### src/rtl/skft_pkg.sv
// constants and types for the skip-on-flag test unit
// assumes 10-bit instruction words and 4-bit interrupt control registers
package skft_pkg;

  // ********************************************
  // instruction encodings
  // ********************************************
  localparam logic [9:0] SKFT_OP_TEST_EXT_IRQ1_LEVEL = 10'h03b;
  localparam logic [9:0] SKFT_OP_TEST_POWER_DOWN_FLAG = 10'h003;
  localparam logic [9:0] SKFT_OP_TEST_SERIAL_REQUEST = 10'h288;
  localparam logic [9:0] SKFT_OP_TEST_TIMER1_REQUEST = 10'h280;

  // ********************************************
  // control register field positions
  // ********************************************
  localparam int SKFT_EXT_IRQ1_POLARITY_POS = 2;
  localparam int SKFT_SERIAL_IRQ_ENABLE_POS = 3;
  localparam int SKFT_TIMER1_IRQ_ENABLE_POS = 2;
  localparam int SKFT_CTRL_WIDTH = 4;

  // ********************************************
  // reset values
  // ********************************************
  localparam logic SKFT_SKIP_RESET = 1'b0;
  localparam logic SKFT_CLEAR_RESET = 1'b0;
  localparam logic SKFT_RESULT_RESET = 1'b0;

  typedef enum logic [2:0] {
    SKFT_TEST_NONE,
    SKFT_TEST_EXT_IRQ1_LEVEL,
    SKFT_TEST_POWER_DOWN_FLAG,
    SKFT_TEST_SERIAL_REQUEST,
    SKFT_TEST_TIMER1_REQUEST
  } skft_test_t;

  typedef enum {
    SKFT_ST_EXECUTE,
    SKFT_ST_DISCARD
  } skft_state_t;

endpackage : skft_pkg

### src/rtl/skft_decode.sv
// opcode decoder for the skip-on-flag test group
// assumes opcode_in is the word in its execution cycle; purely combinational
module skft_decode
  import skft_pkg::*;
(
  input wire logic [9:0] opcode_in,
  output skft_test_t test_out
);

  // ********************************************
  // decode
  // ********************************************
  function automatic skft_test_t skft_classify(input logic [9:0] op);
    skft_test_t t;
    t = SKFT_TEST_NONE;
    case (op)
      SKFT_OP_TEST_EXT_IRQ1_LEVEL: t = SKFT_TEST_EXT_IRQ1_LEVEL;
      SKFT_OP_TEST_POWER_DOWN_FLAG: t = SKFT_TEST_POWER_DOWN_FLAG;
      SKFT_OP_TEST_SERIAL_REQUEST: t = SKFT_TEST_SERIAL_REQUEST;
      SKFT_OP_TEST_TIMER1_REQUEST: t = SKFT_TEST_TIMER1_REQUEST;
      default: t = SKFT_TEST_NONE;
    endcase
    return t;
  endfunction

  always_comb
  begin
    test_out = skft_classify(opcode_in);
  end

endmodule // skft_decode

### src/rtl/skft_skip_test_unit.sv
// skip-on-flag test unit: executes four one-word skip tests for the core
// assumes the sequencer pulses exec_valid_in once per executed instruction
// and discards the next instruction while skip_next_out is high
// control registers and request flags are owned elsewhere; this unit only
// reads them and asks the flag owners to clear through one-cycle pulses
module skft_skip_test_unit
  import skft_pkg::*;
#(
  parameter int CTRL_WIDTH = SKFT_CTRL_WIDTH
)
(
  input wire logic clk_in,
  input wire logic resetn_in,
  input wire logic exec_valid_in,
  input wire logic [9:0] opcode_in,
  input wire logic ext_irq1_pin_in,
  input wire logic [CTRL_WIDTH-1:0] ext_irq1_control_reg_in,
  input wire logic [CTRL_WIDTH-1:0] periph_irq_control_reg_a_in,
  input wire logic [CTRL_WIDTH-1:0] periph_irq_control_reg_b_in,
  input wire logic power_down_flag_in,
  input wire logic serial_request_flag_in,
  input wire logic timer1_request_flag_in,
  output logic skip_next_out,
  output logic clear_serial_request_out,
  output logic clear_timer1_request_out,
  output logic test_done_out,
  output logic test_skipped_out
);

  // ********************************************
  // decode and control bits
  // ********************************************
  skft_test_t test;
  logic ext_irq1_polarity_bit;
  logic serial_irq_enable_bit;
  logic timer1_irq_enable_bit;

  skft_decode u_decode (
    .opcode_in(opcode_in),
    .test_out(test)
  );

  // ********************************************
  // control bits
  // ********************************************
  // field positions come from the package so all three taps agree

  always_comb
  begin
    ext_irq1_polarity_bit = ext_irq1_control_reg_in[SKFT_EXT_IRQ1_POLARITY_POS];
    serial_irq_enable_bit = periph_irq_control_reg_b_in[SKFT_SERIAL_IRQ_ENABLE_POS];
    timer1_irq_enable_bit = periph_irq_control_reg_a_in[SKFT_TIMER1_IRQ_ENABLE_POS];
  end

  // ********************************************
  // skip decision
  // ********************************************
  // a level test skips when the pin matches the selected polarity
  function automatic logic skft_level_match(input logic pin, input logic polarity);
    return (pin == polarity);
  endfunction

  // a gated request test skips only with its enable low and its flag set;
  // enable high turns the test into a no-operation that leaves the flag alone
  function automatic logic skft_gated(input logic flag, input logic enable);
    return flag && !enable;
  endfunction

  // ********************************************
  // decision signals
  // ********************************************

  skft_state_t state;
  skft_state_t next_state;
  logic live;
  logic is_test;
  logic skip_now;
  logic clear_serial_now;
  logic clear_timer1_now;
  logic discard_now;

  // an instruction executed while a discard is pending has no effect at all
  // pulses and skip share one decision, so a clear never comes alone
  always_comb
  begin
    live = exec_valid_in && (state == SKFT_ST_EXECUTE);
    discard_now = exec_valid_in && (state == SKFT_ST_DISCARD);
    is_test = live && (test != SKFT_TEST_NONE);
    skip_now = 1'b0;
    clear_serial_now = 1'b0;
    clear_timer1_now = 1'b0;
    if (live)
    begin
      case (test)
        SKFT_TEST_EXT_IRQ1_LEVEL:
        begin
          // sampled this cycle, no pipelining of the pin
          skip_now = skft_level_match(ext_irq1_pin_in, ext_irq1_polarity_bit);
        end
        SKFT_TEST_POWER_DOWN_FLAG:
        begin
          // no clear strobe for this flag
          skip_now = power_down_flag_in;
        end
        SKFT_TEST_SERIAL_REQUEST:
        begin
          skip_now = skft_gated(serial_request_flag_in, serial_irq_enable_bit);
          clear_serial_now = skip_now;
        end
        SKFT_TEST_TIMER1_REQUEST:
        begin
          skip_now = skft_gated(timer1_request_flag_in, timer1_irq_enable_bit);
          clear_timer1_now = skip_now;
        end
        default:
        begin
          skip_now = 1'b0;
        end
      endcase
    end
  end

  // ********************************************
  // sequencing state
  // ********************************************
  // a skip never chains: the discarded word cannot start another skip,
  // so two states are enough
  // reset lands in the execute state, so the first word after release runs
  always_comb
  begin
    next_state = state;
    case (state)
      SKFT_ST_EXECUTE:
      begin
        if (skip_now)
        begin
          next_state = SKFT_ST_DISCARD;
        end
      end
      SKFT_ST_DISCARD:
      begin
        // the fetched word executes as nothing, then normal flow resumes
        if (discard_now)
        begin
          next_state = SKFT_ST_EXECUTE;
        end
      end
      default:
      begin
        next_state = SKFT_ST_EXECUTE;
      end
    endcase
  end

  always_ff @(posedge clk_in or negedge resetn_in)
  begin
    if (!resetn_in)
    begin
      state <= SKFT_ST_EXECUTE;
    end
    else
    begin
      state <= next_state;
    end
  end

  // ********************************************
  // registered outputs
  // ********************************************
  // clears are registered, so the owner sees them one cycle after the
  // test; the discarded slot in between cannot re-read the stale flag
  logic next_clear_serial;
  logic next_clear_timer1;
  logic next_done;
  logic next_skipped;

  always_comb
  begin
    next_clear_serial = clear_serial_now;
    next_clear_timer1 = clear_timer1_now;
    next_done = is_test;
    next_skipped = skip_now;
  end

  always_ff @(posedge clk_in or negedge resetn_in)
  begin
    if (!resetn_in)
    begin
      clear_serial_request_out <= SKFT_CLEAR_RESET;
      clear_timer1_request_out <= SKFT_CLEAR_RESET;
      test_done_out <= SKFT_RESULT_RESET;
      test_skipped_out <= SKFT_RESULT_RESET;
    end
    else
    begin
      clear_serial_request_out <= next_clear_serial;
      clear_timer1_request_out <= next_clear_timer1;
      test_done_out <= next_done;
      test_skipped_out <= next_skipped;
    end
  end

  // ********************************************
  // sequencer interface
  // ********************************************
  // high from the edge after a skipping test until the discarded word is seen
  always_comb
  begin
    skip_next_out = (state == SKFT_ST_DISCARD) ? 1'b1 : SKFT_SKIP_RESET;
  end

endmodule // skft_skip_test_unit

### config.mk
export PLATFORM = sky130hd
export DESIGN_NAME = skft_skip_test_unit
export DESIGN_NICKNAME = d
export VERILOG_FILES = /design/src/rtl/skft_pkg.sv /design/src/rtl/skft_decode.sv /design/src/rtl/skft_skip_test_unit.sv
export SDC_FILE = /design/constraint.sdc
export NUM_CORES = 1
export LEC_CHECK = 0
export ABC_AREA = 1
export CORE_AREA = 5 5 42 44
export CTS_CLUSTER_SIZE = 24
export DETAILED_ROUTE_END_ITERATION = 10
export DIE_AREA = 0 0 47 49
export DONT_BUFFER_PORTS = 1
export GPL_TIMING_DRIVEN = 0
export PLACE_DENSITY = 0.52
export SYNTH_ARGS = -nofsm -noshare
export SYNTH_HDL_FRONTEND = slang
export SYNTH_SLANG_ARGS = --single-unit
### constraint.sdc
create_clock -name clk_in -period 2.28 [get_ports clk_in]
set_clock_uncertainty 0.2 [all_clocks]
set_input_delay 0.456 -clock clk_in [delete_from_list [all_inputs] [get_ports clk_in]]
set_output_delay 0.456 -clock clk_in [all_outputs]
set_load 0.05 [all_outputs]
### Word level (Yosys, flattened, before mapping)

Cells that the tools add are included.

| word-level totals | value |
|---|---|
| output and inout bits | 5 |
| register bits after elaboration | 36 |
| logic and storage cells | 40 |
| bits of input ports | 29 |

| cells by class | value |
|---|---|
| equal/unequal tests | 13 |
| reductions and logical operators | 11 |
| multiplexer cells | 11 |

Operator list:

| kind | number |
|---|---|
| 32-bit zero test | 2 |
| 32-bit 2-to-1 mux | 2 |
| 32-bit case mux with 2 select lines | 1 |
| 32-bit by 1-bit == test with 1-bit output (second input constant) | 1 |
| 32-bit by 2-bit == test with 1-bit output (second input constant) | 1 |
| 10-bit == test (second input constant) | 2 |
| 3-bit case mux with 4 select lines | 1 |
| 10-bit by 2-bit == test with 1-bit output (second input constant) | 1 |
| 10-bit by 6-bit == test with 1-bit output (second input constant) | 1 |
| 3-bit by 2-bit == test with 1-bit output (second input constant) | 2 |
| 1-bit 2-to-1 mux | 6 |
| 1-bit logical AND | 5 |
| 2-bit != test (second input constant) | 2 |
| 1-bit case mux with 4 select lines | 1 |
| 3-bit by 1-bit == test with 1-bit output (second input constant) | 1 |
| 3-bit == test (second input constant) | 1 |
| 3-bit nonzero test | 1 |
| 1-bit zero test | 2 |
| 2-bit AND reduction | 1 |
| 1-bit == test | 1 |

### Depth between registers and ports, before layout

Gate-level depths: netlist (run 1).

| logic depth | value |
|---|---|
| depth in word-level cells | 7 |
| depth in mapped cells | 9 |
| gate-level depth less buffers | 9 |

### Cells and area by module

A second synthesis (run 1) with hierarchy kept.

| unflattened totals | value |
|---|---|
| cells, all modules | 68 |
| area total of the unflattened synthesis | 387.9 um^2 |

Modules (own cells, without submodules):

| module | area each (um^2) | cells each | instances | seq. area each (um^2) |
|---|---|---|---|---|
| skft_skip_test_unit | 262.8 | 37 | 1 | 125.1 |
| skft_decode | 125.1 | 31 | 1 | 0.0 |

### Worst setup path after synthesis (run 1)

No wires, ideal clock.

| path | value |
|---|---|
| path type | input port to flip-flop |
| from | in opcode_in[5] |
| to | reg test_skipped_out |
| buffers on the path | 0 |
| path slack | 0.905 ns |
| data arrival time | 1.062 ns |
| stages on the path | 8 |
| setup time | 0.113 ns |
| cells stage by stage | nor2_1 -> nand3_1 -> nor2_4 -> nor2_1 -> nand3_2 -> nand3_2 -> nand2_1 -> inv_1 |

| on the way | value |
|---|---|
| cells in the longest elaborated chain, start to end | 5 |
| elaborated cells between the ends (all ways) | 11 |
| classes of those cells | eq/ne: 8; mux: 3 |

RTL lines:

| element | RTL line | source |
|---|---|---|
| from (decl) | skft_skip_test_unit.sv:15 | `input wire logic [9:0] opcode_in,` |
| 10-bit == test (tied with other cells) | skft_decode.sv:16 | `case (op)` |
| 3-bit case mux with 4 select lines (*) | skft_decode.sv:16 |  |
| 3-bit == test (tied with other cells) | skft_skip_test_unit.sv:94 | `case (test)` |
| 1-bit case mux with 4 select lines (*) | skft_skip_test_unit.sv:94 |  |
| 1-bit 2-to-1 mux (*) | skft_skip_test_unit.sv:92 | `if (live)` |
| net next_skipped | skft_skip_test_unit.sv:175 | `logic next_skipped;` |
| to (signal assigned) | skft_skip_test_unit.sv:199 | `test_skipped_out <= next_skipped;` |
| to (decl) | skft_skip_test_unit.sv:27 | `output logic test_skipped_out` |

Mark *: on every way through the listed nets, which the timed path passes. The rest lies on a longest branch.
A chain may end at the register's enable or synchronous reset.

### Worst setup path in the final report (run 1)

| path | value |
|---|---|
| from | reg state[0] |
| to | out skip_next_out |

| on the way | value |
|---|---|
| cells in the longest elaborated chain, start to end | 2 |

RTL lines:

| element | RTL line | source |
|---|---|---|
| from (decl) | skft_skip_test_unit.sv:73 | `skft_state_t state;` |
| from (signal assigned) | skft_skip_test_unit.sv:163 | `state <= next_state;` |
| 32-bit by 2-bit == test with 1-bit output | skft_skip_test_unit.sv:209 | `skip_next_out = (state == SKFT_ST_DISCARD) ? 1'b1 : SKFT_SKIP_RESET;` |
| 1-bit 2-to-1 mux | skft_skip_test_unit.sv:209 |  |
| to (decl) | skft_skip_test_unit.sv:23 | `output logic skip_next_out,` |

No other way between the ends.

==> impl_metrics.csv, run 1 <==
group,metric,value,unit
outcome,status,"complete, no violations",
route,post_drt_wl_per_cell,10.3,µm
pwr,p_leak,0.304,nW
timing,max_freq,645,MHz
clock_network,cts_tree,"built",
route,dr.max_layer_used,"met3",
timing,post-route-period-util,68.0,%
route,route.met2.wl,535,µm
worst_setup_path,cp_data_arrival_time,890,ps
timing,slew_violations,0,
clock_network,cts_resized,0,
grt,grt_overflow,0,
worst_setup_path,end_kind,"output port",
grt,grt_usage,9.42,%
synthesis,yosys-top-cells-count,"nor2_1, nand2_1, inv_1",
grt,grt_max_degree,6,
die,die_h,49,µm
cells_and_area,antenna_cells,0,
synthesis,ys_warn_count,0,
hold_path,hp-class,"in2reg",
worst_setup_path,cp.required,1620,ps
clock_network,clk_pin_slew,50,ps
route,m1WireLength,420,µm
cells_and_area,layout.nets,115,
synthesis,synthArstFlopShare,100,%
timing,grt_setup_unrepaired,"no",
run,cap_violations,0,
synthesis,ys_top_cells_by_area,"dfrtp_1, nand3_2, nor2_1",
synthesis,syn_nets,109,
timing,relSlewSlack,67.0,%
clock_network,cts_buffer_depth,2,
die,num_rows,14,
place,gp_congestion,0.846,
pwr,ir_worst_vdd,0.0968,mV
clock_network,cts_buffers,3,
synthesis,syn_avg_cell_area,6.51,µm²
cells_and_area,n_fill_cell,150,
route,drt-total-wl,1.04,mm
clock_network,cts_root_buffer,"clkbuf_4",
route,viasPerCell,4.55,
die,start_util,37.1,%
die,io_pins,34,
grt,antenna_found_initial,0,
synthesis,synth_area,520,µm²
synthesis,synth-main-ff-cell,"dfrtp_1",
die,die_x,47,µm
grt,grt_pass1_wl,1.57,mm
timing,hold_violations,0,
die,core_area,0.00140,mm²
route,drtIter0Drc,6,
synthesis,synth-seq-cells,5,
synthesis,seq_area_frac_synth,24.0,%
pwr,powerDensity,401,mW/mm²
worst_setup_path,rrSetupSlack,900,ps
route,vias,460,
cells_and_area,area_delta_synth_final,10.8,%
timing,setup_tns,0,ps
clock_network,clock_latency,250,ps
grt,grt_pass1_vias,426,
route,first_pass_iters,3,
synthesis,yosysUniqueCellTypes,14,
synthesis,yosysTopAreaCellShare,24.0,%
route,antenna_left,0,
worst_setup_path,critPathLaunchType,"flop",
route,drc,0,
place,io_buffer_count,0,
route,wl_met3,82,µm
cells_and_area,drive_gt1_share,31.8,%
synthesis,synth-edff-count,0,
timing,period_minus_slack,1550,ps
place,dpl.hpwl,933,µm
synthesis,yosysTopAreaCell,"dfrtp_1",
worst_setup_path,cp_max_fo,3,
worst_setup_path,criticalPathCategory,"reg2out",
die,dieArea,0.00230,mm²
clock_network,htree_num_levels,1,
synthesis,netlist_instances,80,
cells_and_area,fin_util,41.2,%
timing,setup_viol,0,
timing,tightest_slew,495,ps
synthesis,yosysMostFrequentCell,"nor2_1",
clock_network,cts.sinks,5,
[layout by cell type (no fill, tap or decap)]
cell,netlist,final
clkbuf_1,0,1
clkbuf_4,0,3
dfrtp_1,5,5
dlygate4sd3_1,0,1
inv_1,11,11
inv_2,5,5
nand2_1,15,15
nand2_2,3,3
nand3_1,2,2
nand3_2,7,7
nand4_1,2,2
nor2_1,17,17
nor2_2,4,4
nor2_4,4,4
nor3_2,1,1
o21ai_0,3,3
xor2_1,1,1
[registers in the layout (all words and copies together), names as in the netlist]
name,flops
clear_serial_request_out,1
test_done_out,1
state,1
test_skipped_out,1
clear_timer1_request_out,1
[final cells by class]
type	instances	area [µm²]	area share, %
clock buffers	4	26.3	4.56
inverters	16	60.1	10.4
multi-input cells	59	335	58.1
flip-flops and latches	5	125	21.7
well taps	16	20.0	3.47
repair buffers	1	10.0	1.74
[repair_timing]
action,CTS,global route
hold buffers,1,0
endpoints found under the hold margin,5,0
buffers inserted,0,0
[metrics by stage]
step                power, W  area [µm²]  setup WS, ps  instances  hold slack [ps]
CTS                 0.000231         577           728        101              167
finish              0.000231         577           730        101              164
global placement    0.000124         541           779         96            -39.5
detailed placement  0.000124         541           798         96            -39.5
global route        0.000241         577           710        101              201
floorplan           0.000119         520           905         80            -39.6
[logic make-up after synthesis]
| family | synth area share, % |
|---|---|
| xor+xnor | 1.68 |
| compound gates | 2.88 |
| simple gates | 59.9 |
| flops | 24.0 |
| buf+inv | 11.5 |
[power by group]
group | switching, W | internal (W) | leakage, nW | total, W
Sequential | 0.000000326 | 0.0000891 | 0.0699 | 0.0000894
Combinational | 0.0000231 | 0.0000123 | 0.220 | 0.0000353
Clock | 0.0000400 | 0.0000664 | 0.0150 | 0.000106
Total | 0.0000634 | 0.000168 | 0.304 | 0.000231
[metal layers]
layer | track usage (%) | vias to the layer above
met5 | 0 | -
met4 | 6.91 | 0
met3 | 1.85 | 0
met2 | 14.9 | 16
met1 | 10.5 | 193
li1 | - | 251
[final timing paths]
check | startpoint | endpoint | depth (start not counted)
max | state[0]$_DFFE_PN0P_ | skip_next_out | 0
max reg2reg | state[0]$_DFFE_PN0P_ | test_skipped_out$_DFF_PN0_ | 5
min in group asynchronous | resetn_in | state[0]$_DFFE_PN0P_ | 1
min reg2reg | state[0]$_DFFE_PN0P_ | state[0]$_DFFE_PN0P_ | 2
max in group asynchronous | resetn_in | test_skipped_out$_DFF_PN0_ | 1
min | exec_valid_in | state[0]$_DFFE_PN0P_ | 3
No activity file was read; power rests on OpenSTA's default activity.
==> run 2, diff against run 1 <==
--- a/config.mk
+++ b/config.mk
@@ -5,14 +5,14 @@
 export SDC_FILE = /design/constraint.sdc
 export NUM_CORES = 1
 export LEC_CHECK = 0
-export ABC_AREA = 1
+export ABC_AREA = 0
 export CORE_AREA = 5 5 42 44
 export CTS_CLUSTER_SIZE = 24
 export DETAILED_ROUTE_END_ITERATION = 10
 export DIE_AREA = 0 0 47 49
 export DONT_BUFFER_PORTS = 1
 export GPL_TIMING_DRIVEN = 0
-export PLACE_DENSITY = 0.52
+export PLACE_DENSITY = 0.35
 export SYNTH_ARGS = -nofsm -noshare
 export SYNTH_HDL_FRONTEND = slang
 export SYNTH_SLANG_ARGS = --single-unit
==> constraint.sdc (replaced) <==
create_clock -name clk_in -period 1.6 [get_ports clk_in]
set_clock_uncertainty 0.2 [all_clocks]
set_input_delay 0.32 -clock clk_in [delete_from_list [all_inputs] [get_ports clk_in]]
set_output_delay 0.32 -clock clk_in [all_outputs]
set_load 0.05 [all_outputs]
==> impl_metrics.csv, run 2 <==
group,metric,value,unit
synthesis,seq_area_frac_synth,41.3,%
cells_and_area,antenna_cells,0,
pwr,switching_share,19.0,%
timing,max_freq,637,MHz
worst_setup_path,critPathLaunchType,"input port",
run,cap_violations,0,
clock_network,cts_root_buffer,"clkbuf_4",
cells_and_area,mostFrequentLayoutCell,"dfrtp_1",
cells_and_area,area_delta_synth_final,20.7,%
route,vias,264,
die,core_area,0.00140,mm²
pwr,seq_power_share,44.4,%
clock_network,clock_latency,230,ps
cells_and_area,final_cell_mix,"dfrtp_1, clkbuf_4, nor4b_1, nor2b_1",
place,dpl.hpwl,634,µm
worst_setup_path,cpPeakStageDelay,540,ps
synthesis,ys_warn_count,0,
route,first_pass_iters,2,
grt,grt_pass1_vias,303,
worst_setup_path,cp_max_fo,4,
synthesis,yosysUniqueCellTypes,22,
die,dieArea,0.00230,mm²
grt,grt_pass1_wl,1.07,mm
die,start_util,21.6,%
route,drtIter0Drc,2,
die,num_rows,14,
worst_setup_path,criticalPathCategory,"in2reg",
synthesis,synth-edff-count,0,
pwr,clockPowerShare,48.6,%
grt,antenna_found_initial,0,
synthesis,synthArstFlopShare,100,%
route,drt-total-wl,709,µm
worst_setup_path,path_delay_family,"simple AND/OR/NAND/NOR gates",
pwr,combinationalPowerShare,7.0,%
synthesis,yosysTopAreaCellShare,41.3,%
clock_network,cts.sinks,5,
timing,tightest_slew,501,ps
cells_and_area,stdcell_count,50,
pwr,p_int,0.000233,W
die,die_h,49,µm
place,place_area,323,µm²
timing,period_minus_slack,1570,ps
cells_and_area,fin_area,365,µm²
synthesis,netlist_instances,29,
pwr,ir_worst_vdd,0.119,mV
route,post_drt_wl_per_cell,14.2,µm
timing,hold_violations,0,
clock_network,htree_num_levels,1,
synthesis,synth-seq-cells,5,
clock_network,cts_tree,"built",
place,gp_congestion,0.616,
synthesis,yosysMostFrequentCell,"dfrtp_1",
die,die_x,47,µm
cells_and_area,drive_gt1_share,23.5,%
worst_setup_path,cp_slowest_cell,"or4_4",
place,placedCellCount,45,
worst_setup_path,crit_chain,"or4_4, nor4_1, a211o_1, and2_1",
synthesis,yosysTopAreaCell,"dfrtp_1",
synthesis,synth-main-ff-cell,"dfrtp_1",
outcome,status,"complete, no violations",
timing,grt_setup_unrepaired,"no",
timing,relSlewSlack,66.6,%
route,viasPerCell,5.28,
pwr,total_power,0.000287,W
grt,grt_overflow,0,
grt,grt_usage,6.20,%
cells_and_area,layout.nets,64,
timing,post-route-period-util,98.1,%
route,drc,0,
die,io_pins,34,
grt,grt_max_degree,6,
synthesis,synth_area,303,µm²
clock_network,cts_buffers,3,
clock_network,cts_buffer_depth,2,
clock_network,cts_setup_buffers,0,
hold_path,hp-class,"in2reg",
pwr,p_leak,0.157,nW
worst_setup_path,crit_buf_inv,0,
synthesis,ys_top_cells_by_area,"dfrtp_1, nor4b_1, nor2b_1",
worst_setup_path,end_kind,"flop",
synthesis,syn_nets,58,
timing,slew_violations,0,
timing,hold_ws,75.4,ps
cells_and_area,fin_util,26.1,%
timing,setup_viol,0,
worst_setup_path,cp.required,1570,ps
synthesis,yosys-top-cells-count,"dfrtp_1, nor2b_1, nor4_1, nor4b_1",
clock_network,clk_pin_slew,40,ps
pwr,powerDensity,786,mW/mm²
pwr,switchingPower,0.0000546,W
route,antenna_left,0,
place,io_buffer_count,0,
worst_setup_path,cp_data_arrival_time,1540,ps
synthesis,syn_avg_cell_area,10.4,µm²
## run 2: worst reg2reg max path, stage by stage (launching register included)
cell and delay, ps:
dfrtp_1 650, nand2b_1 240, a21oi_2 60, a22o_1 180
## run 2: final cells by class
class | count | area (µm²)
Tap cell | 16 | 20.0
Fill cell | 161 | 1040
Timing Repair Buffer | 1 | 10.0
Inverter | 1 | 3.75
Multi-Input combinational cell | 23 | 180
Sequential cell | 5 | 125
Clock buffer | 4 | 26.3
## run 2: logic make-up after synthesis
kind of cell,share of synthesized area (%)
flip-flops,41.3
buffers and inverters,1.24
AO/OA/AOI/OAI,14.1
XOR/XNOR,2.89
AND/OR/NAND/NOR,40.5
## run 2: layer usage
layer / wire length, µm / global-route usage [%] / up-vias
met5: 0 / 0 / -
met4: 0 / 4.15 / 0
met3: 130 / 2.58 / 0
met2: 327 / 9.73 / 23
met1: 251 / 6.37 / 117
li1: - / - / 124
## run 2: what timing repair did
| item | in CTS | in global routing |
|---|---|---|
| gates resized for setup | 0 | 1 |
| hold buffers | 1 | 0 |
| setup endpoints to repair | 0 | 1 |
| hold endpoints to repair | 5 | 0 |
## run 2: path summary, 6_finish.rpt
path	from	endpoint	slack [ps]	cells past startpoint
worst max-delay path	opcode_in[5]	test_skipped_out$_DFF_PN0_	30	4
worst min-delay path	exec_valid_in	state[0]$_DFFE_PN0P_	80	2
min in group asynchronous	resetn_in	clear_serial_request_out$_DFF_PN0_	170	1
max in group asynchronous	resetn_in	test_skipped_out$_DFF_PN0_	840	1
worst min register to register	state[0]$_DFFE_PN0P_	state[0]$_DFFE_PN0P_	700	1
worst max register to register	state[0]$_DFFE_PN0P_	state[0]$_DFFE_PN0P_	160	3
## run 2: power groups by stage
| stage | sequential (W) | combinational, W | clock (W) |
|---|---|---|---|
| 2_1_floorplan | 0.000129 | 0.0000142 | 0 |
| 3_3_place_gp | 0.000129 | 0.0000159 | 0 |
| 3_5_place_dp | 0.000129 | 0.0000161 | 0 |
| 4_1_cts | 0.000127 | 0.0000202 | 0.000146 |
| 5_1_grt | 0.000127 | 0.0000224 | 0.000147 |
| 6_report | 0.000127 | 0.0000202 | 0.000140 |
## run 2: stage by stage
stage	worst slack [ps]	setup TNS (ps)
after floorplan	-101	-201
after global placement	-162	-477
after detailed placement	-200	-650
after CTS	44.3	0
after global routing	1.56	0
final	30.5	0
